`src/verilog/usf_pkg.sv`:
```
// Package of constants and carrier types for the serial port core.
package usf_pkg;
    localparam int DATA_W = 8;
    localparam int DIV_W = 8;
    localparam int TICK_W = 5;
    localparam logic [2:0] BT_16 = 3'h0;
    localparam logic [2:0] BT_16_17 = 3'h1;
    localparam logic [2:0] BT_15 = 3'h2;
    localparam logic [2:0] BT_15_16 = 3'h3;
    localparam logic [2:0] BT_17 = 3'h4;
    localparam logic [TICK_W-1:0] TICKS_15 = 5'h0f;
    localparam logic [TICK_W-1:0] TICKS_16 = 5'h10;
    localparam logic [TICK_W-1:0] TICKS_17 = 5'h11;
    localparam logic [TICK_W-1:0] SAMPLE_A = 5'h08;
    localparam logic [TICK_W-1:0] SAMPLE_B = 5'h07;
    localparam logic [TICK_W-1:0] SAMPLE_C = 5'h06;
    localparam logic [3:0] DATA_BITS = 4'h8;
    localparam logic [1:0] NF_OFF = 2'h0;
    localparam logic [1:0] NF_X1 = 2'h1;
    localparam logic [1:0] NF_X2 = 2'h2;
    localparam logic [1:0] BASE_DIV2 = 2'h1;
    localparam logic [1:0] BASE_DIV4 = 2'h2;
    localparam logic [1:0] BASE_DIV8 = 2'h3;

    typedef enum logic [2:0] {
        ST_IDLE = 3'b000,
        ST_START = 3'b001,
        ST_DATA = 3'b010,
        ST_PAR = 3'b011,
        ST_STOP1 = 3'b100,
        ST_STOP2 = 3'b101
    } usf_state_t;

    typedef struct packed {
        logic tx_enable;
        logic rx_enable_bit;
        logic parity_en;
        logic parity_odd;
        logic stop_bit_count;
        logic infrared_sel;
        logic [1:0] base_clock_sel;
    } usf_ctrl_one_t;

    typedef struct packed {
        logic [2:0] bit_time_sel;
        logic [1:0] rx_noise_filter_sel;
    } usf_ctrl_two_t;

    typedef struct packed {
        logic tx_buf_full_flag;
        logic tx_busy_flag;
        logic rx_buf_full_flag;
        logic parity_err_flag;
        logic framing_err_flag;
        logic overrun_flag;
    } usf_status_t;
endpackage : usf_pkg

```
`src/verilog/usf_core.sv`:
```
// Serial port core: noise filter, transmitter, receiver and status flags.
`timescale 1ns/1ps
module usf_core
    import usf_pkg::*;
(
    // Clock and reset.
    input wire logic CLK_SYS,
    input wire logic RESETN,
    // Configuration.
    input wire usf_ctrl_one_t CTRL_ONE,
    input wire usf_ctrl_two_t CTRL_TWO,
    input wire logic [DIV_W-1:0] BAUD_DIVISOR,
    input wire logic LOW_POWER,
    // Processor access.
    input wire logic TX_WRITE,
    input wire logic [DATA_W-1:0] TX_DATA,
    input wire logic STATUS_READ,
    input wire logic RX_READ,
    output logic [DATA_W-1:0] RX_DATA,
    output usf_status_t STATUS,
    output logic TX_IRQ,
    output logic RX_IRQ,
    // Serial pins.
    input wire logic RX_PIN,
    output logic TX_PIN
);

    ////////////////////////////////////////////////////////////////////////////
    logic [3:0] base_cnt_r;
    logic base_tick;
    logic [DIV_W-1:0] div_cnt_r;
    logic rt_tick;
    logic rx_s1_r;
    logic rx_s2_r;
    logic idle_level;
    logic tx_active;

    assign idle_level = CTRL_ONE.infrared_sel ? 1'b0 : 1'b1;
    assign tx_active = CTRL_ONE.tx_enable && !LOW_POWER;

    // Transfer base clock enable from the system clock.
    always_ff @(posedge CLK_SYS or negedge RESETN) begin
        if (!RESETN) begin
            base_cnt_r <= 4'h0;
        end else begin
            base_cnt_r <= base_cnt_r + 4'h1;
        end
    end

    always_comb begin
        case (CTRL_ONE.base_clock_sel)
            BASE_DIV2: base_tick = base_cnt_r[0];
            BASE_DIV4: base_tick = &base_cnt_r[1:0];
            BASE_DIV8: base_tick = &base_cnt_r[2:0];
            default: base_tick = 1'b1;
        endcase
    end

    // One tick every (divisor+1) base clocks.
    always_ff @(posedge CLK_SYS or negedge RESETN) begin
        if (!RESETN) begin
            div_cnt_r <= '0;
        end else if (base_tick) begin
            div_cnt_r <= (div_cnt_r >= BAUD_DIVISOR) ? '0 : div_cnt_r + 1'b1;
        end
    end
    assign rt_tick = base_tick && (div_cnt_r >= BAUD_DIVISOR);

    always_ff @(posedge CLK_SYS or negedge RESETN) begin
        if (!RESETN) begin
            rx_s1_r <= 1'b1;
            rx_s2_r <= 1'b1;
        end else begin
            rx_s1_r <= RX_PIN;
            rx_s2_r <= rx_s1_r;
        end
    end

    ////////////////////////////////////////////////////////////////////////////
    // Noise filter: a new level is accepted once it holds for one more than the limit in base clocks.
    logic rx_filt_r;
    logic [DIV_W+3:0] nf_cnt_r;
    logic [DIV_W+3:0] nf_limit;

    always_comb begin
        case (CTRL_TWO.rx_noise_filter_sel)
            NF_X1: nf_limit = {4'h0, BAUD_DIVISOR} + 1'b1;
            NF_X2: nf_limit = ({4'h0, BAUD_DIVISOR} + 1'b1) << 1;
            default: nf_limit = ({4'h0, BAUD_DIVISOR} + 1'b1) << 2;
        endcase
    end

    always_ff @(posedge CLK_SYS or negedge RESETN) begin
        if (!RESETN) begin
            rx_filt_r <= 1'b1;
            nf_cnt_r <= '0;
        end else if (CTRL_TWO.rx_noise_filter_sel == NF_OFF) begin
            rx_filt_r <= rx_s2_r;
            nf_cnt_r <= '0;
        end else if (rx_s2_r == rx_filt_r) begin
            nf_cnt_r <= '0;
        end else if (base_tick) begin
            if (nf_cnt_r + 1'b1 > nf_limit) begin
                rx_filt_r <= rx_s2_r;
                nf_cnt_r <= '0;
            end else begin
                nf_cnt_r <= nf_cnt_r + 1'b1;
            end
        end
    end

    ////////////////////////////////////////////////////////////////////////////
    // Ticks per bit, with alternation for the fractional settings.
    function automatic logic [TICK_W-1:0] bit_ticks(input logic [2:0] sel, input logic odd);
        case (sel)
            BT_16_17: bit_ticks = odd ? TICKS_17 : TICKS_16;
            BT_15: bit_ticks = TICKS_15;
            BT_15_16: bit_ticks = odd ? TICKS_16 : TICKS_15;
            BT_17: bit_ticks = TICKS_17;
            default: bit_ticks = TICKS_16;
        endcase
    endfunction : bit_ticks

    ////////////////////////////////////////////////////////////////////////////
    // Transmitter.
    usf_state_t tx_state_r;
    logic [DATA_W-1:0] tx_buf_r;
    logic [DATA_W-1:0] tx_shift_r;
    logic [3:0] tx_bit_r;
    logic [TICK_W-1:0] tx_tick_r;
    logic tx_odd_r;
    logic tx_par_r;
    logic tx_full_r;
    logic tx_busy_r;
    logic tx_start;
    logic tx_bit_end;

    assign tx_start = tx_active && tx_full_r && !TX_WRITE &&
                      (tx_state_r == ST_IDLE || (tx_state_r == ST_STOP2 && tx_bit_end) ||
                       (tx_state_r == ST_STOP1 && tx_bit_end && !CTRL_ONE.stop_bit_count));
    assign tx_bit_end = rt_tick && tx_tick_r == 5'h01;

    always_ff @(posedge CLK_SYS or negedge RESETN) begin
        if (!RESETN) begin
            tx_buf_r <= '0;
            tx_full_r <= 1'b0;
        end else if (TX_WRITE) begin
            tx_buf_r <= TX_DATA;
            tx_full_r <= 1'b1;
        end else if (tx_start) begin
            tx_full_r <= 1'b0;
        end
    end

    always_ff @(posedge CLK_SYS or negedge RESETN) begin
        if (!RESETN) begin
            tx_state_r <= ST_IDLE;
            tx_shift_r <= '0;
            tx_bit_r <= 4'h0;
            tx_tick_r <= TICKS_16;
            tx_odd_r <= 1'b0;
            tx_par_r <= 1'b0;
            tx_busy_r <= 1'b0;
        end else if (!tx_active) begin
            tx_state_r <= ST_IDLE;
            tx_busy_r <= 1'b0;
        end else if (tx_start) begin
            tx_state_r <= ST_START;
            tx_shift_r <= tx_buf_r;
            tx_par_r <= CTRL_ONE.parity_odd;
            tx_bit_r <= 4'h0;
            tx_tick_r <= bit_ticks(CTRL_TWO.bit_time_sel, 1'b0);
            tx_odd_r <= 1'b1;
            tx_busy_r <= 1'b1;
        end else if (tx_state_r != ST_IDLE && rt_tick) begin
            if (tx_tick_r != 5'h01) begin
                tx_tick_r <= tx_tick_r - 1'b1;
            end else begin
                tx_tick_r <= bit_ticks(CTRL_TWO.bit_time_sel, tx_odd_r);
                tx_odd_r <= !tx_odd_r;
                case (tx_state_r)
                    ST_START: tx_state_r <= ST_DATA;
                    ST_DATA: begin
                        tx_par_r <= tx_par_r ^ tx_shift_r[0];
                        tx_shift_r <= tx_shift_r >> 1;
                        tx_bit_r <= tx_bit_r + 4'h1;
                        if (tx_bit_r == DATA_BITS - 4'h1) begin
                            tx_state_r <= CTRL_ONE.parity_en ? ST_PAR : ST_STOP1;
                        end
                    end
                    ST_PAR: tx_state_r <= ST_STOP1;
                    ST_STOP1: begin
                        if (CTRL_ONE.stop_bit_count) begin
                            tx_state_r <= ST_STOP2;
                        end else begin
                            tx_state_r <= ST_IDLE;
                            tx_busy_r <= 1'b0;
                        end
                    end
                    default: begin
                        tx_state_r <= ST_IDLE;
                        tx_busy_r <= 1'b0;
                    end
                endcase
            end
        end
    end

    always_ff @(posedge CLK_SYS or negedge RESETN) begin
        if (!RESETN) begin
            TX_PIN <= 1'b1;
            TX_IRQ <= 1'b0;
        end else begin
            TX_IRQ <= tx_start;
            case (tx_state_r)
                ST_START: TX_PIN <= !idle_level;
                ST_DATA: TX_PIN <= tx_shift_r[0] ^ CTRL_ONE.infrared_sel;
                ST_PAR: TX_PIN <= tx_par_r ^ CTRL_ONE.infrared_sel;
                default: TX_PIN <= idle_level;
            endcase
        end
    end

    ////////////////////////////////////////////////////////////////////////////
    // Receiver.
    usf_state_t rx_state_r;
    logic [DATA_W-1:0] rx_shift_r;
    logic [DATA_W-1:0] rx_buf_r;
    logic [3:0] rx_bit_r;
    logic [TICK_W-1:0] rx_tick_r;
    logic [2:0] rx_smp_r;
    logic rx_odd_r;
    logic rx_prev_r;
    logic rx_par_r;
    logic rx_bit_val;
    logic rx_bit_end;
    logic rx_drop_r;
    usf_status_t seen_r;
    usf_status_t st_r;

    assign rx_bit_val = (rx_smp_r[0] & rx_smp_r[1]) | (rx_smp_r[0] & rx_smp_r[2]) |
                        (rx_smp_r[1] & rx_smp_r[2]);
    assign rx_bit_end = rt_tick && rx_tick_r == 5'h01;

    always_ff @(posedge CLK_SYS or negedge RESETN) begin
        if (!RESETN) begin
            rx_state_r <= ST_IDLE;
            rx_shift_r <= '0;
            rx_bit_r <= 4'h0;
            rx_tick_r <= TICKS_16;
            rx_smp_r <= 3'h7;
            rx_odd_r <= 1'b0;
            rx_prev_r <= 1'b1;
            rx_par_r <= 1'b0;
            rx_drop_r <= 1'b0;
        end else begin
            rx_prev_r <= rx_filt_r;
            if (!CTRL_ONE.rx_enable_bit) begin
                rx_state_r <= ST_IDLE;
            end else if (rx_state_r == ST_IDLE) begin
                if (rx_prev_r && !rx_filt_r) begin
                    rx_state_r <= ST_START;
                    rx_tick_r <= bit_ticks(CTRL_TWO.bit_time_sel, 1'b0);
                    rx_odd_r <= 1'b1;
                    rx_bit_r <= 4'h0;
                    rx_par_r <= CTRL_ONE.parity_odd;
                end
            end else if (rt_tick) begin
                if (rx_tick_r == SAMPLE_A || rx_tick_r == SAMPLE_B || rx_tick_r == SAMPLE_C) begin
                    rx_smp_r <= {rx_smp_r[1:0], rx_filt_r};
                end
                if (rx_tick_r != 5'h01) begin
                    rx_tick_r <= rx_tick_r - 1'b1;
                end else begin
                    rx_tick_r <= bit_ticks(CTRL_TWO.bit_time_sel, rx_odd_r);
                    rx_odd_r <= !rx_odd_r;
                    case (rx_state_r)
                        ST_START: rx_state_r <= rx_bit_val ? ST_IDLE : ST_DATA;
                        ST_DATA: begin
                            rx_shift_r <= {rx_bit_val, rx_shift_r[DATA_W-1:1]};
                            rx_par_r <= rx_par_r ^ rx_bit_val;
                            rx_bit_r <= rx_bit_r + 4'h1;
                            if (rx_bit_r == DATA_BITS - 4'h1) begin
                                rx_drop_r <= st_r.rx_buf_full_flag || st_r.overrun_flag;
                                rx_state_r <= CTRL_ONE.parity_en ? ST_PAR : ST_STOP1;
                            end
                        end
                        ST_PAR: begin
                            rx_par_r <= rx_par_r ^ rx_bit_val;
                            rx_state_r <= ST_STOP1;
                        end
                        default: rx_state_r <= ST_IDLE;
                    endcase
                end
            end
        end
    end

    // Event strobes from the receiver.
    logic data_done;
    logic frame_done;
    logic load_ok;
    logic par_bad;
    logic frm_bad;
    logic rd_clear;

    assign data_done = rx_state_r == ST_DATA && rx_bit_end && rx_bit_r == DATA_BITS - 4'h1;
    assign frame_done = rx_state_r == ST_STOP1 && rx_bit_end;
    assign load_ok = frame_done && !rx_drop_r;
    assign par_bad = load_ok && CTRL_ONE.parity_en && rx_par_r;
    assign frm_bad = load_ok && !rx_bit_val;
    assign rd_clear = RX_READ;

    always_ff @(posedge CLK_SYS or negedge RESETN) begin
        if (!RESETN) begin
            rx_buf_r <= '0;
        end else if (load_ok) begin
            rx_buf_r <= rx_shift_r;
        end
    end

    // Flags: a set in the same cycle as a clear wins.
    always_ff @(posedge CLK_SYS or negedge RESETN) begin
        if (!RESETN) begin
            seen_r <= '0;
        end else if (STATUS_READ) begin
            seen_r <= st_r;
        end else if (rd_clear) begin
            seen_r <= '0;
        end
    end

    logic ovr_set;
    logic rx_full_r;
    logic par_err_r;
    logic frm_err_r;
    logic ovr_r;
    assign ovr_set = data_done && (st_r.rx_buf_full_flag || st_r.overrun_flag) && !st_r.overrun_flag;

    always_ff @(posedge CLK_SYS or negedge RESETN) begin
        if (!RESETN) begin
            rx_full_r <= 1'b0;
            par_err_r <= 1'b0;
            frm_err_r <= 1'b0;
            ovr_r <= 1'b0;
        end else begin
            if (load_ok) begin
                rx_full_r <= 1'b1;
            end else if (rd_clear && seen_r.rx_buf_full_flag) begin
                rx_full_r <= 1'b0;
            end
            if (par_bad) begin
                par_err_r <= 1'b1;
            end else if (rd_clear && seen_r.parity_err_flag) begin
                par_err_r <= 1'b0;
            end
            if (frm_bad) begin
                frm_err_r <= 1'b1;
            end else if (rd_clear && seen_r.framing_err_flag) begin
                frm_err_r <= 1'b0;
            end
            if (ovr_set) begin
                ovr_r <= 1'b1;
            end else if (rd_clear && seen_r.overrun_flag) begin
                ovr_r <= 1'b0;
            end
        end
    end
    assign st_r = {tx_full_r, tx_busy_r, rx_full_r, par_err_r, frm_err_r, ovr_r};

    ////////////////////////////////////////////////////////////////////////////
    // Registered outputs.
    always_ff @(posedge CLK_SYS or negedge RESETN) begin
        if (!RESETN) begin
            STATUS <= '0;
            RX_IRQ <= 1'b0;
            RX_DATA <= '0;
        end else begin
            STATUS <= st_r;
            RX_IRQ <= load_ok || ovr_set;
            if (rd_clear) begin
                RX_DATA <= seen_r.parity_err_flag ? '0 : rx_buf_r;
            end
        end
    end

endmodule : usf_core

```
`config.mk`:
```
export PLATFORM = sky130hd
export DESIGN_NAME = usf_core
export DESIGN_NICKNAME = d
export VERILOG_FILES = /design/src/verilog/usf_pkg.sv /design/src/verilog/usf_core.sv
export SDC_FILE = /design/constraint.sdc
export NUM_CORES = 1
export LEC_CHECK = 0
export ABC_AREA = 0
export BUFFER_PORTS_ARGS = -buffer_cell sky130_fd_sc_hd__buf_2
export CORE_MARGIN = 1.5
export CORE_UTILIZATION = 65
export DETAILED_ROUTE_END_ITERATION = 12
export PLACE_DENSITY_LB_ADDON = 0.12
export SYNTH_ARGS = -nofsm -noshare
export SYNTH_HDL_FRONTEND = slang
export SYNTH_SLANG_ARGS = --single-unit
export TNS_END_PERCENT = 30
```
`constraint.sdc`:
```
create_clock -name CLK_SYS -period 4.55 [get_ports CLK_SYS]
set_input_delay 0.91 -clock CLK_SYS [delete_from_list [all_inputs] [get_ports CLK_SYS]]
set_output_delay 0.91 -clock CLK_SYS [all_outputs]
set_load 0.01 [all_outputs]
```
Word-level counts from Yosys, hierarchy flattened. Index checks and enable logic that the tools add are counted.

Register bits after elaboration: 119. Input bits: 36. Logic and storage cells: 273.

Add/sub/neg operators: 8. $lt $le $gt $ge: 2. Equality and inequality tests: 41. Multiplexer cells: 91. Bitwise operators: 11. Reductions and logical operators: 77.

Operators by type and width (count): $mux W12 (4); $mux W8 (6); $mux W5 (9); $mux W4 (11); $pmux W5 S4 (2); $mux W3 (13); $mux W1 (38); $reduce_bool A2 Y1 (13); $logic_and A1 B1 Y1 (25); $pmux W11 S2 (1); $reduce_and A4 Y1 (5); $eq A3 B2 Y1 const B (6); $reduce_and A3 Y1 (5); $reduce_and A5 Y1 (3); $add A12 B1 Y12 const B (1); $add A4 B1 Y4 const B (3); $eq A3 B3 Y1 const B (4); $gt A12 B12 Y1 (1); $ne A4 B4 Y1 const B (3); $pmux W3 S4 (1); $eq A5 B1 Y1 const B (2); $eq A5 B3 Y1 const B (2); $ne A5 B1 Y1 const B (2); $pmux W5 S2 (1); other kinds (32) (69).

Logic depth before layout (Yosys ltp). Gate-level depths: netlist of the first run.

Depth after elaboration: 10. Mapped depth: 14. Mapped depth without buffers: 13.

Worst setup path before layout of the first run. Ideal clock, no wire load.

Path kind: input to register. Start: input port BAUD_DIVISOR[0]. End: register nf_cnt_r[5]. Arrival: 3.205 ns. Required time: 4.470 ns. Setup slack: 1.265 ns. Cell stages on the path: 13. Buffers on the path: 1. Path through: ha_1 nand3_1 nor4_1 and3_1 a21oi_1 ha_1 a21o_1 a21oi_1 o211ai_1 o21ai_0 buf_2 nand4_1 o211ai_2.

Cells in the longest elaborated chain, start to end: 7.

RTL lines: start: declaration (line usf_core.sv:12) `input wire logic [DIV_W-1:0] BAUD_DIVISOR,`; $add A8 B1 Y9 (line usf_core.sv:87, usf_core.sv:88, usf_core.sv:89); $pmux W11 S2 (line usf_core.sv:86) `case (CTRL_TWO.rx_noise_filter_sel)`; $gt A12 B12 Y1 (line usf_core.sv:103) `if (nf_cnt_r + 1'b1 > nf_limit) begin`; $mux W12 (line usf_core.sv:103); $mux W12 (line usf_core.sv:102) `end else if (base_tick) begin`; $mux W12 (line usf_core.sv:100) `end else if (rx_s2_r == rx_filt_r) begin`; $mux W12 (line usf_core.sv:97) `end else if (CTRL_TWO.rx_noise_filter_sel == NF_OFF) begin`; end signal: assignment (line usf_core.sv:107) `nf_cnt_r <= nf_cnt_r + 1'b1;`; end: declaration (line usf_core.sv:82) `logic [DIV_W+3:0] nf_cnt_r;`.

Every way passes these cells. The select of a mux whose other input is x is not followed. A chain may end at the register's enable or synchronous reset.

Worst setup path after layout of the first run.
Start: input port BAUD_DIVISOR[0]. End: register rx_filt_r.

Cells in the longest elaborated chain, start to end: 5.

RTL lines: $add A8 B1 Y9 (line usf_core.sv:87, usf_core.sv:88, usf_core.sv:89); $pmux W11 S2 (line usf_core.sv:86); $gt A12 B12 Y1 (line usf_core.sv:103); $reduce_bool A2 Y1 (no source line); $reduce_and A3 Y1 (no source line); end signal: assignment (line usf_core.sv:98) `rx_filt_r <= rx_s2_r;`; end signal: assignment (line usf_core.sv:104) `rx_filt_r <= rx_s2_r;`; end: declaration (line usf_core.sv:81) `logic rx_filt_r;`.

Every way passes these cells.

==> impl_results.html, run 1 <==
<table>
<tr><th>Metric</th><th>Value</th></tr>
<tr><th colspan="2">Setup path</th></tr>
<tr><td>Startpoint kind of the worst setup timing path</td><td>input pin</td></tr>
<tr><td>Length in cells of the worst reg-to-reg path</td><td>12</td></tr>
<tr><td>Reg-to-reg startpoint</td><td>nf_cnt_r[0]</td></tr>
<tr><td>Required time at the endpoint of the critical path</td><td>roughly 5.0 ns</td></tr>
<tr><td>Reg2Reg Setup Slack</td><td>1.32 ns</td></tr>
<tr><td>Worst setup path category</td><td>in -&gt; reg</td></tr>
<tr><td>Category of the worst setup path capture point</td><td>flip-flop</td></tr>
<tr><td>End of the worst register-to-register path</td><td>rx_filt_r</td></tr>
<tr><td>Critical Path AT</td><td>roughly 3.8 ns</td></tr>
<tr><td>CP Max Fanout</td><td>13</td></tr>
<tr><th colspan="2">Clock network</th></tr>
<tr><td>Postcts setup bufs</td><td>0</td></tr>
<tr><td>Clock tree from TritonCTS</td><td>built</td></tr>
<tr><td>Maximum buffer depth of the clock tree</td><td>2</td></tr>
<tr><td>Clock-pin slew on the worst setup and hold paths</td><td>about 0.06 ns</td></tr>
<tr><td>Insertion delay of the later-clocked pin in the worst-skew pair</td><td>0.53 ns</td></tr>
<tr><td>Number of instances resized during post-cts repair</td><td>0</td></tr>
<tr><td>Clock sinks</td><td>118</td></tr>
<tr><td>Clock root buffer</td><td>sky130_fd_sc_hd__clkbuf_8</td></tr>
<tr><td>H-Tree Depth</td><td>4</td></tr>
<tr><td>Hold-fix buffers at CTS</td><td>0</td></tr>
<tr><td>Number of buffers added by the clock tree synthesis step</td><td>17</td></tr>
<tr><th colspan="2">Global route</th></tr>
<tr><td>Remaining global-route overflow</td><td>0</td></tr>
<tr><td>Vias in the first global route</td><td>5279</td></tr>
<tr><td>Initial antenna violation count</td><td>0</td></tr>
<tr><td>First-pass GRT wire length</td><td>between 20 and 25 mm</td></tr>
<tr><td>Overall routing resource usage</td><td>roughly 28%</td></tr>
<tr><td>Maximum number of pins on one net before global-route repair</td><td>just over 70</td></tr>
<tr><th colspan="2">Job</th></tr>
<tr><td>Max-Cap Viols</td><td>0</td></tr>
<tr><th colspan="2">Final layout</th></tr>
<tr><td>Layout area overhead</td><td>14.2%</td></tr>
<tr><td>Post-route non-filler standard cell count</td><td>between 800 and 900</td></tr>
<tr><td>Final antenna diode count</td><td>0</td></tr>
<tr><td>Ratio of cells with drive above 1 in the final layout</td><td>roughly 20%</td></tr>
<tr><td>Layout Nets</td><td>about 790</td></tr>
<tr><td>Most frequent cells in the layout</td><td>sky130_fd_sc_hd__dfrtp_1 (108), sky130_fd_sc_hd__nand2_1 (56), sky130_fd_sc_hd__o21ai_0 (53)</td></tr>
<tr><td>Most frequent standard cell in the layout excluding fill and tap cells</td><td>sky130_fd_sc_hd__dfrtp_1</td></tr>
<tr><td>Utilization of the core after routing</td><td>77.2%</td></tr>
<tr><th colspan="2">Logic synthesis</th></tr>
<tr><td>Share of synthesized registers carrying an async set or reset</td><td>between 90% and 100%</td></tr>
<tr><td>Most instantiated flip-flop cell in the synthesis netlist</td><td>sky130_fd_sc_hd__dfrtp_1</td></tr>
<tr><td>Mean instance size in the synthesized netlist</td><td>roughly 10 µm²</td></tr>
<tr><td>Count of flip-flops with a built-in enable after synthesis</td><td>0</td></tr>
<tr><td>Synthesized area</td><td>about 6700 µm²</td></tr>
<tr><td>Post-synth net total</td><td>about 740</td></tr>
<tr><td>Register bit total from synthesis</td><td>118</td></tr>
<tr><td>Gate count of the mapped netlist</td><td>between 600 and 700</td></tr>
<tr><td>Sequential area share after synthesis</td><td>about 44%</td></tr>
<tr><td>Synth cell types</td><td>just over 70</td></tr>
<tr><td>Ys Warns</td><td>0</td></tr>
<tr><th colspan="2">STA</th></tr>
<tr><td>Max_slew headroom</td><td>approximately 16%</td></tr>
<tr><td>Number of setup violations in the final report</td><td>0</td></tr>
<tr><td>Hold slack</td><td>roughly 0.35 ns</td></tr>
<tr><td>Tmin final</td><td>about 3.3 ns</td></tr>
<tr><td>Max Clock Skew</td><td>about 0.0086 ns</td></tr>
<tr><td>FMAX</td><td>around 0.30 GHz</td></tr>
<tr><td>Max Slew Vio Count</td><td>0</td></tr>
<tr><td>RSZ-0062 raised after global routing</td><td>false</td></tr>
<tr><td>Total negative setup slack</td><td>0 ns</td></tr>
<tr><td>Actual transition at the worst max-transition pin</td><td>around 1.2 ns</td></tr>
<tr><td>Hold violation count in the final report</td><td>0</td></tr>
<tr><td>Final cycle utilization of the critical path</td><td>72.4%</td></tr>
<tr><th colspan="2">Floorplanning</th></tr>
<tr><td>Boundary Pins</td><td>53</td></tr>
<tr><td>Die Footprint</td><td>10900 µm²</td></tr>
<tr><td>Core box area</td><td>9860 µm²</td></tr>
<tr><td>Core Rows</td><td>36</td></tr>
<tr><td>Die height</td><td>104 µm</td></tr>
<tr><td>Die Span X</td><td>around 100 µm</td></tr>
<tr><td>Effective utilization at floorplan</td><td>just under 70%</td></tr>
<tr><th colspan="2">Drt</th></tr>
<tr><td>Total number of vias</td><td>5342</td></tr>
<tr><td>Highest routed layer</td><td>met4</td></tr>
<tr><td>Met1 wire length</td><td>between 6 and 7 mm</td></tr>
<tr><td>Met2 routed wirelength</td><td>slightly above 7 mm</td></tr>
<tr><td>Amount of wire on met3 after detailed routing</td><td>around 770 µm</td></tr>
<tr><td>ANT nets after route</td><td>0</td></tr>
<tr><td>DRT Wirelength</td><td>around 14 mm</td></tr>
<tr><td>Via count normalized by instance count</td><td>about 6.2</td></tr>
<tr><td>Iteration-0 DRC count of the detailed router</td><td>between 300 and 400</td></tr>
<tr><td>First-pass detailed-route iteration total</td><td>5</td></tr>
<tr><td>Per-cell routed wire length</td><td>between 15 and 20 µm</td></tr>
<tr><td>DRC errors left</td><td>0</td></tr>
<tr><th colspan="2">Run status</th></tr>
<tr><td>Status</td><td>finished clean</td></tr>
<tr><th colspan="2">Worst hold path</th></tr>
<tr><td>Type of the worst min-delay path</td><td>reg -&gt; reg</td></tr>
<tr><td>Hold path depth</td><td>0</td></tr>
<tr><td>Startpoint of the tightest hold check path</td><td>rx_s1_r</td></tr>
<tr><td>Hold Path End</td><td>rx_s2_r</td></tr>
<tr><th colspan="2">Power and ir drop</th></tr>
<tr><td>Leakage power total</td><td>between 3 and 4 nW</td></tr>
<tr><td>Max rail drop VDD</td><td>roughly 0.00035 V</td></tr>
<tr><td>PD cells</td><td>approximately 440 nW/µm²</td></tr>
<tr><th colspan="2">Placement</th></tr>
<tr><td>Placer congestion estimate</td><td>about 0.92</td></tr>
<tr><td>Instance count after placement with tap cells included</td><td>roughly 840</td></tr>
<tr><td>PortBufs</td><td>52</td></tr>
<tr><td>Dpl hpwl</td><td>between 9 and 10 mm</td></tr>
</table>
how the worst max path moves through the flow:
| stage | startpoint | end | slack, ns | cells past startpoint |
|---|---|---|---|---|
| floorplan | BAUD_DIVISOR[0] | nf_cnt_r[5] | 1.26 | 13 |
| global placement | BAUD_DIVISOR[0] | rx_filt_r | 0.96 | 14 |
| detailed placement | BAUD_DIVISOR[0] | rx_filt_r | 0.80 | 14 |
| CTS | base_cnt_r[0] | rx_buf_r[3] | 1.33 | 8 |
| global route | base_cnt_r[0] | rx_buf_r[3] | 1.11 | 8 |
| finish | BAUD_DIVISOR[0] | rx_filt_r | 1.26 | 14 |
metal layers:
layer | global-route usage (%) | up-vias
met1 | 36.6 | 2588
li1 | - | 2531
met4 | 8.63 | 0
met5 | 0 | -
met2 | 47.3 | 199
met3 | 6.64 | 24
layout make-up:
class                           count  area, µm²
Timing Repair Buffer               59        315
Multi-Input combinational cell    482       3420
Tap cell                          133        166
Fill cell                         673       2250
Clock inverter                      8        121
Inverter                           43        161
Sequential cell                   118       2970
Clock buffer                       23        467
stage by stage:
stage	power (mW)	area, µm²	setup WS [ns]
4_1_cts	3.37	7610	1.33
5_1_grt	3.55	7610	1.11
6_report	3.37	7610	1.26
2_1_floorplan	1.84	6670	1.26
3_5_place_dp	2.04	7030	0.799
3_3_place_gp	2.00	7030	0.962
cell families after synthesis:
logic type               Yosys count  synth area share [%]
AND/OR/NAND/NOR                  214                  16.8
flip-flops                       118                  44.5
adder cells (fa/ha/maj)           37                  6.90
multiplexers                      51                  8.50
buffers and inverters             70                  4.30
AO/OA/AOI/OAI                    158                  16.1
XOR/XNOR                          22                  2.89
registers in the layout (all words and copies together) (netlist names), 3 cells and up:
signal and flops:
STATUS 6, rx_shift_r 8, tx_shift_r 8, tx_tick_r 5, rx_tick_r 5, rx_state_r 3, tx_bit_r 4, base_cnt_r 3
RX_DATA 8, tx_state_r 3, rx_bit_r 4, rx_buf_r 8, tx_buf_r 8, seen_r 4, nf_cnt_r 12, rx_smp_r 3
div_cnt_r 8
power by group:
group          switching, mW  internal, mW
Clock                  0.450         0.873
Combinational          0.442         0.303
Sequential             0.130          1.17
synth_stat cells, types with 5 or more instances:
cell type	instances	area share, %
sky130_fd_sc_hd__mux2_1	8	1.4
sky130_fd_sc_hd__a221o_1	5	0.75
sky130_fd_sc_hd__mux2_2	33	5.6
sky130_fd_sc_hd__inv_1	42	2.4
sky130_fd_sc_hd__o21ai_0	53	4.0
sky130_fd_sc_hd__ha_1	36	6.8
sky130_fd_sc_hd__buf_2	7	0.53
sky130_fd_sc_hd__dfrtp_1	108	41
sky130_fd_sc_hd__nor2_1	39	2.2
sky130_fd_sc_hd__and3_1	6	0.56
sky130_fd_sc_hd__or3_1	8	0.75
sky130_fd_sc_hd__nor2b_1	8	0.75
sky130_fd_sc_hd__xor2_1	6	0.79
sky130_fd_sc_hd__nor3_1	16	1.2
sky130_fd_sc_hd__nand2_1	56	3.2
sky130_fd_sc_hd__dfstp_2	10	3.9
sky130_fd_sc_hd__nand4_1	11	1.0
sky130_fd_sc_hd__nand3b_1	9	1.0
sky130_fd_sc_hd__mux2i_1	9	1.4
sky130_fd_sc_hd__nand3_1	27	2.0
sky130_fd_sc_hd__nand2b_1	10	0.94
sky130_fd_sc_hd__a31oi_1	11	1.0
sky130_fd_sc_hd__nor4_1	6	0.56
sky130_fd_sc_hd__a21oi_1	24	1.8
sky130_fd_sc_hd__clkbuf_1	18	1.0
sky130_fd_sc_hd__a211oi_1	6	0.68
sky130_fd_sc_hd__a32o_1	8	1.2
sky130_fd_sc_hd__xnor2_1	16	2.1
sky130_fd_sc_hd__o21ai_1	6	0.45
critical path, stage by stage:
cell and delay (ns):
sky130_fd_sc_hd__buf_2 0.14, sky130_fd_sc_hd__ha_1 0.20, sky130_fd_sc_hd__nand3_1 0.15, sky130_fd_sc_hd__nor4_1 0.47, sky130_fd_sc_hd__and3_1 0.23, sky130_fd_sc_hd__a21oi_1 0.05, sky130_fd_sc_hd__ha_1 0.31, sky130_fd_sc_hd__a21o_1 0.19
sky130_fd_sc_hd__a21oi_1 0.19, sky130_fd_sc_hd__o211ai_1 0.12, sky130_fd_sc_hd__o21ai_0 0.18, sky130_fd_sc_hd__buf_4 0.22, sky130_fd_sc_hd__a31oi_1 0.12, sky130_fd_sc_hd__mux2_2 0.28
Power figures use the tool's default switching activity.
==> inputs of run 2 (changes only) <==
--- a/config.mk
+++ b/config.mk
@@ -5,10 +5,10 @@
 export SDC_FILE = /design/constraint.sdc
 export NUM_CORES = 1
 export LEC_CHECK = 0
-export ABC_AREA = 0
+export ABC_AREA = 1
 export BUFFER_PORTS_ARGS = -buffer_cell sky130_fd_sc_hd__buf_2
 export CORE_MARGIN = 1.5
-export CORE_UTILIZATION = 65
+export CORE_UTILIZATION = 61
 export DETAILED_ROUTE_END_ITERATION = 12
 export PLACE_DENSITY_LB_ADDON = 0.12
 export SYNTH_ARGS = -nofsm -noshare
==> constraint.sdc (replaced) <==
create_clock -name CLK_SYS -period 3.35 [get_ports CLK_SYS]
set_input_delay 0.67 -clock CLK_SYS [delete_from_list [all_inputs] [get_ports CLK_SYS]]
set_output_delay 0.67 -clock CLK_SYS [all_outputs]
set_load 0.01 [all_outputs]
==> impl_results.html, run 2 <==
<table>
<tr><th>Metric</th><th>Value</th></tr>
<tr><th colspan="2">Worst hold path</th></tr>
<tr><td>Type of the worst min-delay path</td><td>in -&gt; async</td></tr>
<tr><th colspan="2">STA</th></tr>
<tr><td>Total negative setup slack</td><td>0 ns (unchanged)</td></tr>
<tr><td>Hold violation count in the final report</td><td>0 (unchanged)</td></tr>
<tr><td>FMAX</td><td>around 0.37 GHz</td></tr>
<tr><td>Number of setup violations in the final report</td><td>0 (unchanged)</td></tr>
<tr><td>Max_slew headroom</td><td>51.7% (+35 points)</td></tr>
<tr><td>Final cycle utilization of the critical path</td><td>80.6%</td></tr>
<tr><td>Actual transition at the worst max-transition pin</td><td>0.721 ns (-0.525 ns)</td></tr>
<tr><td>Max Slew Vio Count</td><td>0 (unchanged)</td></tr>
<tr><td>Max Clock Skew</td><td>0.00774 ns (-0.000911 ns)</td></tr>
<tr><td>RSZ-0062 raised after global routing</td><td>false</td></tr>
<tr><td>Tmin final</td><td>roughly 2.7 ns</td></tr>
<tr><th colspan="2">Setup path</th></tr>
<tr><td>Capture point of the critical path</td><td>nf_cnt_r[6]</td></tr>
<tr><td>Startpoint kind of the worst setup timing path</td><td>input pin</td></tr>
<tr><td>End of the worst register-to-register path</td><td>nf_cnt_r[6]</td></tr>
<tr><td>Reg-to-reg startpoint</td><td>nf_cnt_r[0]</td></tr>
<tr><td>CP Max Fanout</td><td>13 (unchanged)</td></tr>
<tr><td>Required time at the endpoint of the critical path</td><td>3.79 ns (-1.21 ns)</td></tr>
<tr><td>Category of the worst setup path capture point</td><td>flip-flop</td></tr>
<tr><td>Launch point of the worst path</td><td>BAUD_DIVISOR[0]</td></tr>
<tr><td>Critical Path AT</td><td>3.14 ns (-0.61 ns)</td></tr>
<tr><td>Length in cells of the worst reg-to-reg path</td><td>19 (+7)</td></tr>
<tr><td>Reg2Reg Setup Slack</td><td>0.72 ns (-0.60 ns)</td></tr>
<tr><td>Worst setup path category</td><td>in -&gt; reg</td></tr>
<tr><th colspan="2">Logic synthesis</th></tr>
<tr><td>Synth cell types</td><td>50 (-30%)</td></tr>
<tr><td>Top cells by count, synth</td><td>sky130_fd_sc_hd__nand2_1 (242), sky130_fd_sc_hd__dfrtp_1 (108), sky130_fd_sc_hd__inv_1 (106), sky130_fd_sc_hd__o21ai_0 (62), sky130_fd_sc_hd__nand3_1 (60)</td></tr>
<tr><td>Share of synthesized registers carrying an async set or reset</td><td>100% (unchanged)</td></tr>
<tr><td>Ys Warns</td><td>0 (unchanged)</td></tr>
<tr><td>Sequential area share after synthesis</td><td>44.6% (+0.14 points)</td></tr>
<tr><td>Cell types with the largest area share after synthesis</td><td>sky130_fd_sc_hd__dfrtp_1 (41%), sky130_fd_sc_hd__nand2_1 (14%), sky130_fd_sc_hd__ha_1 (6.8%)</td></tr>
<tr><td>Synthesized area</td><td>6650 µm² (-0.32%)</td></tr>
<tr><td>Post-synth net total</td><td>908 (+22%)</td></tr>
<tr><td>Count of flip-flops with a built-in enable after synthesis</td><td>0 (unchanged)</td></tr>
<tr><td>Most instantiated flip-flop cell in the synthesis netlist</td><td>sky130_fd_sc_hd__dfrtp_1</td></tr>
<tr><td>Area fraction of the dominant cell type after synthesis</td><td>40.6% (+0.13 points)</td></tr>
<tr><td>Leading cell type by number of instances after synthesis</td><td>sky130_fd_sc_hd__nand2_1</td></tr>
<tr><td>Mean instance size in the synthesized netlist</td><td>7.95 µm² (-20%)</td></tr>
<tr><td>Register bit total from synthesis</td><td>118 (unchanged)</td></tr>
<tr><td>Gate count of the mapped netlist</td><td>836 (+25%)</td></tr>
<tr><td>Cell type with the highest aggregate area in the netlist</td><td>sky130_fd_sc_hd__dfrtp_1</td></tr>
<tr><th colspan="2">Final layout</th></tr>
<tr><td>Storage cell area</td><td>2970 µm² (unchanged)</td></tr>
<tr><td>Register with the most flip-flops</td><td>nf_cnt_r</td></tr>
<tr><td>Area of the multi-input gates</td><td>3170 µm² (-7.1%)</td></tr>
<tr><td>Utilization of the core after routing</td><td>72.7% (-4.5 points)</td></tr>
<tr><td>Layout Nets</td><td>970 (+22%)</td></tr>
<tr><td>Flip-flop count of the largest register, all copies and words added</td><td>12 (unchanged)</td></tr>
<tr><td>Layout area overhead</td><td>14.4%</td></tr>
<tr><td>Fill cell total of the finished layout</td><td>821 (+22%)</td></tr>
<tr><td>Most frequent standard cell in the layout excluding fill and tap cells</td><td>sky130_fd_sc_hd__nand2_1</td></tr>
<tr><td>Ratio of cells with drive above 1 in the final layout</td><td>13.4% (-6.9 points)</td></tr>
<tr><td>Final antenna diode count</td><td>0 (unchanged)</td></tr>
<tr><td>Most frequent cells in the layout</td><td>sky130_fd_sc_hd__nand2_1 (242), sky130_fd_sc_hd__dfrtp_1 (108), sky130_fd_sc_hd__inv_1 (106)</td></tr>
<tr><th colspan="2">Clock network</th></tr>
<tr><td>Clock tree from TritonCTS</td><td>built</td></tr>
<tr><td>Number of buffers added by the clock tree synthesis step</td><td>17 (unchanged)</td></tr>
<tr><td>Clock sinks</td><td>118 (unchanged)</td></tr>
<tr><td>H-Tree Depth</td><td>4 (unchanged)</td></tr>
<tr><td>Number of instances resized during post-cts repair</td><td>0 (unchanged)</td></tr>
<tr><td>Hold-fix buffers at CTS</td><td>0 (unchanged)</td></tr>
<tr><td>Insertion delay of the later-clocked pin in the worst-skew pair</td><td>0.52 ns (about the same)</td></tr>
<tr><td>Postcts setup bufs</td><td>0 (unchanged)</td></tr>
<tr><td>Clock-pin slew on the worst setup and hold paths</td><td>0.06 ns (about the same)</td></tr>
<tr><td>Maximum buffer depth of the clock tree</td><td>2 (unchanged)</td></tr>
<tr><td>Clock root buffer</td><td>sky130_fd_sc_hd__clkbuf_8</td></tr>
<tr><th colspan="2">Global route</th></tr>
<tr><td>Initial antenna violation count</td><td>0 (unchanged)</td></tr>
<tr><td>Vias in the first global route</td><td>5561 (+5.3%)</td></tr>
<tr><td>First-pass GRT wire length</td><td>25.2 mm (+1.9%)</td></tr>
<tr><td>Maximum number of pins on one net before global-route repair</td><td>52 (-28%)</td></tr>
<tr><td>Remaining global-route overflow</td><td>0 (unchanged)</td></tr>
<tr><td>Overall routing resource usage</td><td>27.4% (-0.89 points)</td></tr>
<tr><th colspan="2">Power and ir drop</th></tr>
<tr><td>PD cells</td><td>593 nW/µm² (+34%)</td></tr>
<tr><td>Max rail drop VDD</td><td>0.000530 V (+51%)</td></tr>
<tr><td>Leakage power total</td><td>3.98 nW (+13%)</td></tr>
<tr><th colspan="2">Placement</th></tr>
<tr><td>Dpl hpwl</td><td>10.4 mm (+4.4%)</td></tr>
<tr><td>PortBufs</td><td>52 (unchanged)</td></tr>
<tr><td>Placer congestion estimate</td><td>0.892 (-3.4%)</td></tr>
<tr><th colspan="2">Drt</th></tr>
<tr><td>Per-cell routed wire length</td><td>13.7 µm (-18%)</td></tr>
<tr><td>Iteration-0 DRC count of the detailed router</td><td>460 (+24%)</td></tr>
<tr><td>Total number of vias</td><td>5744 (+7.5%)</td></tr>
<tr><td>First-pass detailed-route iteration total</td><td>6 (+1)</td></tr>
<tr><td>ANT nets after route</td><td>0 (unchanged)</td></tr>
<tr><td>DRC errors left</td><td>0 (unchanged)</td></tr>
<tr><td>DRT Wirelength</td><td>14.4 mm (-0.63%)</td></tr>
<tr><td>Via count normalized by instance count</td><td>5.49 (-11%)</td></tr>
<tr><th colspan="2">Floorplanning</th></tr>
<tr><td>Boundary Pins</td><td>53 (unchanged)</td></tr>
<tr><td>Die Footprint</td><td>11500 µm² (+6.0%)</td></tr>
<tr><td>Core box area</td><td>10500 µm² (+6.1%)</td></tr>
<tr><td>Die Span X</td><td>107 µm (+3.0%)</td></tr>
<tr><td>Core Rows</td><td>37 (+2.8%)</td></tr>
<tr><td>Die height</td><td>107 µm (+3.0%)</td></tr>
<tr><td>Effective utilization at floorplan</td><td>63.5% (-4.1 points)</td></tr>
<tr><th colspan="2">Run status</th></tr>
<tr><td>Status</td><td>finished clean</td></tr>
<tr><th colspan="2">Job</th></tr>
<tr><td>Max-Cap Viols</td><td>0 (unchanged)</td></tr>
</table>
-- run 2: worst min-delay path by stage --
stage             endpoint  startpoint  slack [ns]  cells past startpoint
2_1_floorplan      rx_s2_r     rx_s1_r        0.35                      0
3_3_place_gp       rx_s2_r     rx_s1_r        0.35                      0
3_5_place_dp       rx_s2_r     rx_s1_r        0.35                      0
4_1_cts        nf_cnt_r[3]      RESETN        0.18                      1
5_1_grt        nf_cnt_r[3]      RESETN        0.20                      1
6_report       nf_cnt_r[0]      RESETN        0.16                      1
-- run 2: metal layers --
layer | GRT usage, % | wire (µm) | up-vias
li1 | - | - | 2845
met1 | 35.8 | 6500 | 2694
met2 | 45.0 | 6930 | 182
met3 | 5.99 | 718 | 23
met4 | 10.1 | 225 | 0
met5 | 0 | 0 | -
-- run 2: critical path, stage by stage --
cell                      delay (ns)
sky130_fd_sc_hd__buf_2          0.12
sky130_fd_sc_hd__inv_1          0.08
sky130_fd_sc_hd__nor3_1         0.23
sky130_fd_sc_hd__nand4_1        0.21
sky130_fd_sc_hd__nor2_1         0.16
sky130_fd_sc_hd__xor2_1         0.15
sky130_fd_sc_hd__inv_1          0.09
sky130_fd_sc_hd__a21oi_1        0.15
sky130_fd_sc_hd__ha_1           0.27
sky130_fd_sc_hd__a21o_1         0.18
sky130_fd_sc_hd__nor2_1         0.10
sky130_fd_sc_hd__nand2_1        0.06
sky130_fd_sc_hd__nand2_1        0.05
sky130_fd_sc_hd__nand2_1        0.05
sky130_fd_sc_hd__nand2_1        0.05
sky130_fd_sc_hd__nand2_1        0.04
sky130_fd_sc_hd__nand2_1        0.05
sky130_fd_sc_hd__nand3_1        0.06
sky130_fd_sc_hd__buf_4          0.18
sky130_fd_sc_hd__o21ai_0        0.18
-- run 2: cells by family after synthesis --
group                    Yosys count  share of synthesized area (%)
AO/OA/AOI/OAI                    131                           11.5
multiplexers                       1                          0.169
XOR/XNOR                          23                           3.03
buffers and inverters            127                           7.66
AND/OR/NAND/NOR                  400                           26.3
flip-flops                       118                           44.6
adder cells (fa/ha/maj)           36                           6.77
-- run 2: power breakdown --
| part | total (mW) | leakage (nW) | switching (mW) | internal [mW] |
|---|---|---|---|---|
| Combinational | 1.07 | 2.18 | 0.690 | 0.382 |
| Clock | 1.69 | 0.272 | 0.619 | 1.07 |
| Sequential | 1.75 | 1.53 | 0.152 | 1.60 |
-- run 2: through the flow --
stage | setup WS, ns | cell area, µm² | instances | hold WS, ns | power, mW
finish | 0.650 | 7610 | 1047 | 0.161 | 4.51
global route | 0.312 | 7610 | 1047 | 0.205 | 4.80
CTS | 0.676 | 7610 | 1047 | 0.176 | 4.54
detailed placement | 0.132 | 7060 | 1015 | 0.348 | 2.83
global placement | 0.300 | 7060 | 1015 | 0.346 | 2.77
floorplan | 0.415 | 6650 | 836 | 0.345 | 2.53
-- run 2: layout make-up --
cell class                      instances  share of cell area, %
Timing Repair Buffer                   60                   4.41
Sequential cell                       118                   39.0
Clock inverter                         10                   1.40
Tap cell                              136                   2.24
Multi-Input combinational cell        591                   41.7
Clock buffer                           22                   5.82
Inverter                              110                   5.43
==> inputs of run 3 (changes only) <==
--- a/config.mk
+++ b/config.mk
@@ -8,7 +8,7 @@
 export ABC_AREA = 1
 export BUFFER_PORTS_ARGS = -buffer_cell sky130_fd_sc_hd__buf_2
 export CORE_MARGIN = 1.5
-export CORE_UTILIZATION = 61
+export CORE_UTILIZATION = 55
 export DETAILED_ROUTE_END_ITERATION = 12
 export PLACE_DENSITY_LB_ADDON = 0.12
 export SYNTH_ARGS = -nofsm -noshare
==> constraint.sdc (replaced) <==
create_clock -name CLK_SYS -period 2.3 [get_ports CLK_SYS]
set_input_delay 0.46 -clock CLK_SYS [delete_from_list [all_inputs] [get_ports CLK_SYS]]
set_output_delay 0.46 -clock CLK_SYS [all_outputs]
set_load 0.01 [all_outputs]
==> impl_results.html, run 3 (synthesis gave the netlist of run 2 again) <==
<table>
<tr><th>Metric</th><th>Value</th></tr>
<tr><th colspan="2">Floorplanning</th></tr>
<tr><td>Die Footprint</td><td>12800 µm² (+11%)</td></tr>
<tr><td>Core box area</td><td>11600 µm² (+11%)</td></tr>
<tr><td>Core Rows</td><td>39 (+5.4%)</td></tr>
<tr><td>Die height</td><td>113 µm (+5.2%)</td></tr>
<tr><td>Die Span X</td><td>113 µm (+5.2%)</td></tr>
<tr><td>Boundary Pins</td><td>53 (unchanged)</td></tr>
<tr><td>Effective utilization at floorplan</td><td>57.3% (-6.3 points)</td></tr>
<tr><th colspan="2">STA</th></tr>
<tr><td>Post-route worst setup slack</td><td>-0.145 ns (-0.796 ns)</td></tr>
<tr><td>Max_slew headroom</td><td>62.7% (+11 points)</td></tr>
<tr><td>Final cycle utilization of the critical path</td><td>106%</td></tr>
<tr><td>Total negative setup slack</td><td>-1.34 ns (-1.34 ns)</td></tr>
<tr><td>Actual transition at the worst max-transition pin</td><td>0.545 ns (-0.176 ns)</td></tr>
<tr><td>RSZ-0062 raised after global routing</td><td>true</td></tr>
<tr><td>Tmin final</td><td>about 2.4 ns</td></tr>
<tr><td>Max Slew Vio Count</td><td>0 (unchanged)</td></tr>
<tr><td>Hold violation count in the final report</td><td>0 (unchanged)</td></tr>
<tr><td>FMAX</td><td>around 0.4 GHz</td></tr>
<tr><td>Number of setup violations in the final report</td><td>12 (+12)</td></tr>
<tr><td>Max Clock Skew</td><td>0.00906 ns (+0.00133 ns)</td></tr>
<tr><th colspan="2">Placement</th></tr>
<tr><td>Placed standard-cell area</td><td>7540 µm² (+6.8%)</td></tr>
<tr><td>Placer congestion estimate</td><td>0.879 (-1.4%)</td></tr>
<tr><td>Instance count after placement with tap cells included</td><td>1077 (+6.1%)</td></tr>
<tr><td>PortBufs</td><td>52 (unchanged)</td></tr>
<tr><td>Dpl hpwl</td><td>11.1 mm (+7.0%)</td></tr>
<tr><th colspan="2">Final layout</th></tr>
<tr><td>Most frequent standard cell in the layout excluding fill and tap cells</td><td>sky130_fd_sc_hd__nand2_1</td></tr>
<tr><td>Layout area overhead</td><td>26.1%</td></tr>
<tr><td>Layout Nets</td><td>1030 (+6.2%)</td></tr>
<tr><td>Most frequent cells in the layout</td><td>sky130_fd_sc_hd__nand2_1 (238), sky130_fd_sc_hd__dfrtp_1 (108), sky130_fd_sc_hd__inv_1 (103)</td></tr>
<tr><td>Final antenna diode count</td><td>0 (unchanged)</td></tr>
<tr><td>Flip-flop count of the largest register, all copies and words added</td><td>12 (unchanged)</td></tr>
<tr><td>Ratio of cells with drive above 1 in the final layout</td><td>21.6% (+8.2 points)</td></tr>
<tr><td>Post-route non-filler standard cell count</td><td>1114 (+6.4%)</td></tr>
<tr><td>Final standard cell area without fillers</td><td>8380 µm² (+10%)</td></tr>
<tr><td>Register with the most flip-flops</td><td>nf_cnt_r</td></tr>
<tr><th colspan="2">Clock network</th></tr>
<tr><td>Clock tree from TritonCTS</td><td>built</td></tr>
<tr><td>Clock sinks</td><td>118 (unchanged)</td></tr>
<tr><td>Clock-pin slew on the worst setup and hold paths</td><td>0.05 ns (about the same)</td></tr>
<tr><td>Number of buffers added by the clock tree synthesis step</td><td>17 (unchanged)</td></tr>
<tr><td>H-Tree Depth</td><td>4 (unchanged)</td></tr>
<tr><td>Clock root buffer</td><td>sky130_fd_sc_hd__clkbuf_16</td></tr>
<tr><td>Insertion delay of the later-clocked pin in the worst-skew pair</td><td>0.42 ns (-0.10 ns)</td></tr>
<tr><td>Maximum buffer depth of the clock tree</td><td>2 (unchanged)</td></tr>
<tr><th colspan="2">Setup path</th></tr>
<tr><td>Largest stage delay on the critical path</td><td>0.40 ns (+0.13 ns)</td></tr>
<tr><td>Most numerous cell on the critical path</td><td>sky130_fd_sc_hd__nand2_1</td></tr>
<tr><td>CP Buf/Inv Count</td><td>3 (-1)</td></tr>
<tr><td>CP Max Fanout</td><td>7 (-6)</td></tr>
<tr><td>Cell chain of the critical path</td><td>ha_2 -&gt; buf_4 -&gt; buf_4 -&gt; xor2_1 -&gt; ha_1 -&gt; nand2_1 -&gt; inv_1 -&gt; nand2_1 -&gt; nand2_1 -&gt; nand2_1 -&gt; nand2_1 -&gt; nand2_1 -&gt; nand2_1 -&gt; nand2_1 -&gt; nand2_1 -&gt; nand2_2 -&gt; nand3_4 -&gt; nand2_1 -&gt; nand2_1 -&gt; nand2_1</td></tr>
<tr><td>Required time at the endpoint of the critical path</td><td>2.66 ns (-1.13 ns)</td></tr>
<tr><td>Dominant delay contributor by cell family on the critical path</td><td>simple AND/OR/NAND/NOR gates</td></tr>
<tr><td>Critical Path Slowest Stage Cell</td><td>sky130_fd_sc_hd__dfrtp_1</td></tr>
<tr><td>Critical Path AT</td><td>2.81 ns (-0.33 ns)</td></tr>
<tr><td>Category of the worst setup path capture point</td><td>flip-flop</td></tr>
<tr><td>Worst setup path category</td><td>reg -&gt; reg</td></tr>
<tr><td>Length in cells of the worst reg-to-reg path</td><td>20 (+1)</td></tr>
<tr><td>Logic depth of the worst setup path including buffers</td><td>20 (unchanged)</td></tr>
<tr><td>Startpoint kind of the worst setup timing path</td><td>flip-flop</td></tr>
<tr><th colspan="2">Drt</th></tr>
<tr><td>First-pass detailed-route iteration total</td><td>5 (-1)</td></tr>
<tr><td>DRC errors left</td><td>0 (unchanged)</td></tr>
<tr><td>Total number of vias</td><td>5995 (+4.4%)</td></tr>
<tr><td>Per-cell routed wire length</td><td>14.0 µm (+2.0%)</td></tr>
<tr><td>DRT Wirelength</td><td>15.6 mm (+8.5%)</td></tr>
<tr><td>Via count normalized by instance count</td><td>5.38 (-1.9%)</td></tr>
<tr><td>Iteration-0 DRC count of the detailed router</td><td>507 (+10%)</td></tr>
<tr><td>ANT nets after route</td><td>0 (unchanged)</td></tr>
<tr><th colspan="2">Power and ir drop</th></tr>
<tr><td>Leakage power total</td><td>4.36 nW (+9.5%)</td></tr>
<tr><td>Max rail drop VDD</td><td>0.000716 V (+35%)</td></tr>
<tr><td>PD cells</td><td>872 nW/µm² (+47%)</td></tr>
<tr><th colspan="2">Worst hold path</th></tr>
<tr><td>Type of the worst min-delay path</td><td>in -&gt; reg</td></tr>
<tr><td>Hold path depth</td><td>1</td></tr>
<tr><th colspan="2">Global route</th></tr>
<tr><td>Vias in the first global route</td><td>5904 (+6.2%)</td></tr>
<tr><td>Maximum number of pins on one net before global-route repair</td><td>61 (+17%)</td></tr>
<tr><td>Initial antenna violation count</td><td>0 (unchanged)</td></tr>
<tr><td>First-pass GRT wire length</td><td>26.7 mm (+5.7%)</td></tr>
<tr><td>Overall routing resource usage</td><td>26.0% (-1.5 points)</td></tr>
<tr><td>Remaining global-route overflow</td><td>0 (unchanged)</td></tr>
<tr><th colspan="2">Run status</th></tr>
<tr><td>Violated checks</td><td>setup timing</td></tr>
<tr><td>Status</td><td>finished, violations left</td></tr>
<tr><th colspan="2">Job</th></tr>
<tr><td>Max-Cap Viols</td><td>0 (unchanged)</td></tr>
</table>
run 3: changes by cell type in the layout (fill, tap and decap cells not counted), sizes merged:
| cell | previous run | this run |
|---|---|---|
| buf | 60 | 118 |
| clkinv | 9 | 3 |
| bufinv | 2 | 5 |
| inv | 108 | 110 |
| clkinvlp | 1 | 2 |
| dlygate4sd3 | 0 | 1 |
| nand3 | 65 | 66 |
run 3: path summary, 6_finish.rpt:
check,to,slack (ns),from
max reg2reg,rx_filt_r,-0.15,nf_cnt_r[0]
max,rx_filt_r,-0.15,nf_cnt_r[0]
min reg2reg,rx_s2_r,0.38,rx_s1_r
min,rx_s1_r,0.14,RX_PIN
max in group asynchronous,tx_tick_r[4],1.26,RESETN
min in group asynchronous,nf_cnt_r[6],0.43,RESETN
run 3: through the flow:
step	util [%]	total power, mW	hold WS (ns)	worst slack [ns]
after global placement	64.9	4.17	0.323	-0.635
after CTS	71.3	7.29	0.134	-0.115
after detailed placement	64.9	4.27	0.327	-0.794
after global routing	72.2	7.68	0.130	-0.329
final	72.2	7.31	0.142	-0.145
after floorplan	-	3.70	0.164	-0.192
run 3: area by class of cell:
class / count / area [µm²]
Clock buffer: 22 / 474
Fill cell: 924 / 3230
Sequential cell: 118 / 2970
Tap cell: 143 / 179
Inverter: 110 / 428
Clock inverter: 10 / 191
Multi-Input combinational cell: 592 / 3330
Timing Repair Buffer: 119 / 820
run 3: timing repair:
item | 4_1_cts | 5_1_grt
setup buffers | 0 | 3
endpoints found under the setup margin | 13 | 39
resized for setup | 17 | 19
hold endpoints to repair | 9 | 0
pin swaps | 18 | 15
hold buffers | 1 | 0
gates cloned | 1 | 0
run 3: routing by layer:
layer	vias to the layer above	track usage [%]	routed length, µm	share of wire [%]
li1	2972	-	-	-
met1	2867	32.9	6970	45
met2	139	44.6	7820	50
met3	17	5.09	606	3.9
met4	0	9.42	195	1.3
met5	-	0	0	0
run 3: power by group:
| part | switching [mW] | internal, mW | leakage, nW | total (mW) |
|---|---|---|---|---|
| combinational | 1.08 | 0.678 | 2.51 | 1.76 |
| clock | 0.977 | 2.02 | 0.318 | 2.99 |
| sequential | 0.227 | 2.33 | 1.53 | 2.56 |
| total | 2.28 | 5.03 | 4.36 | 7.31 |
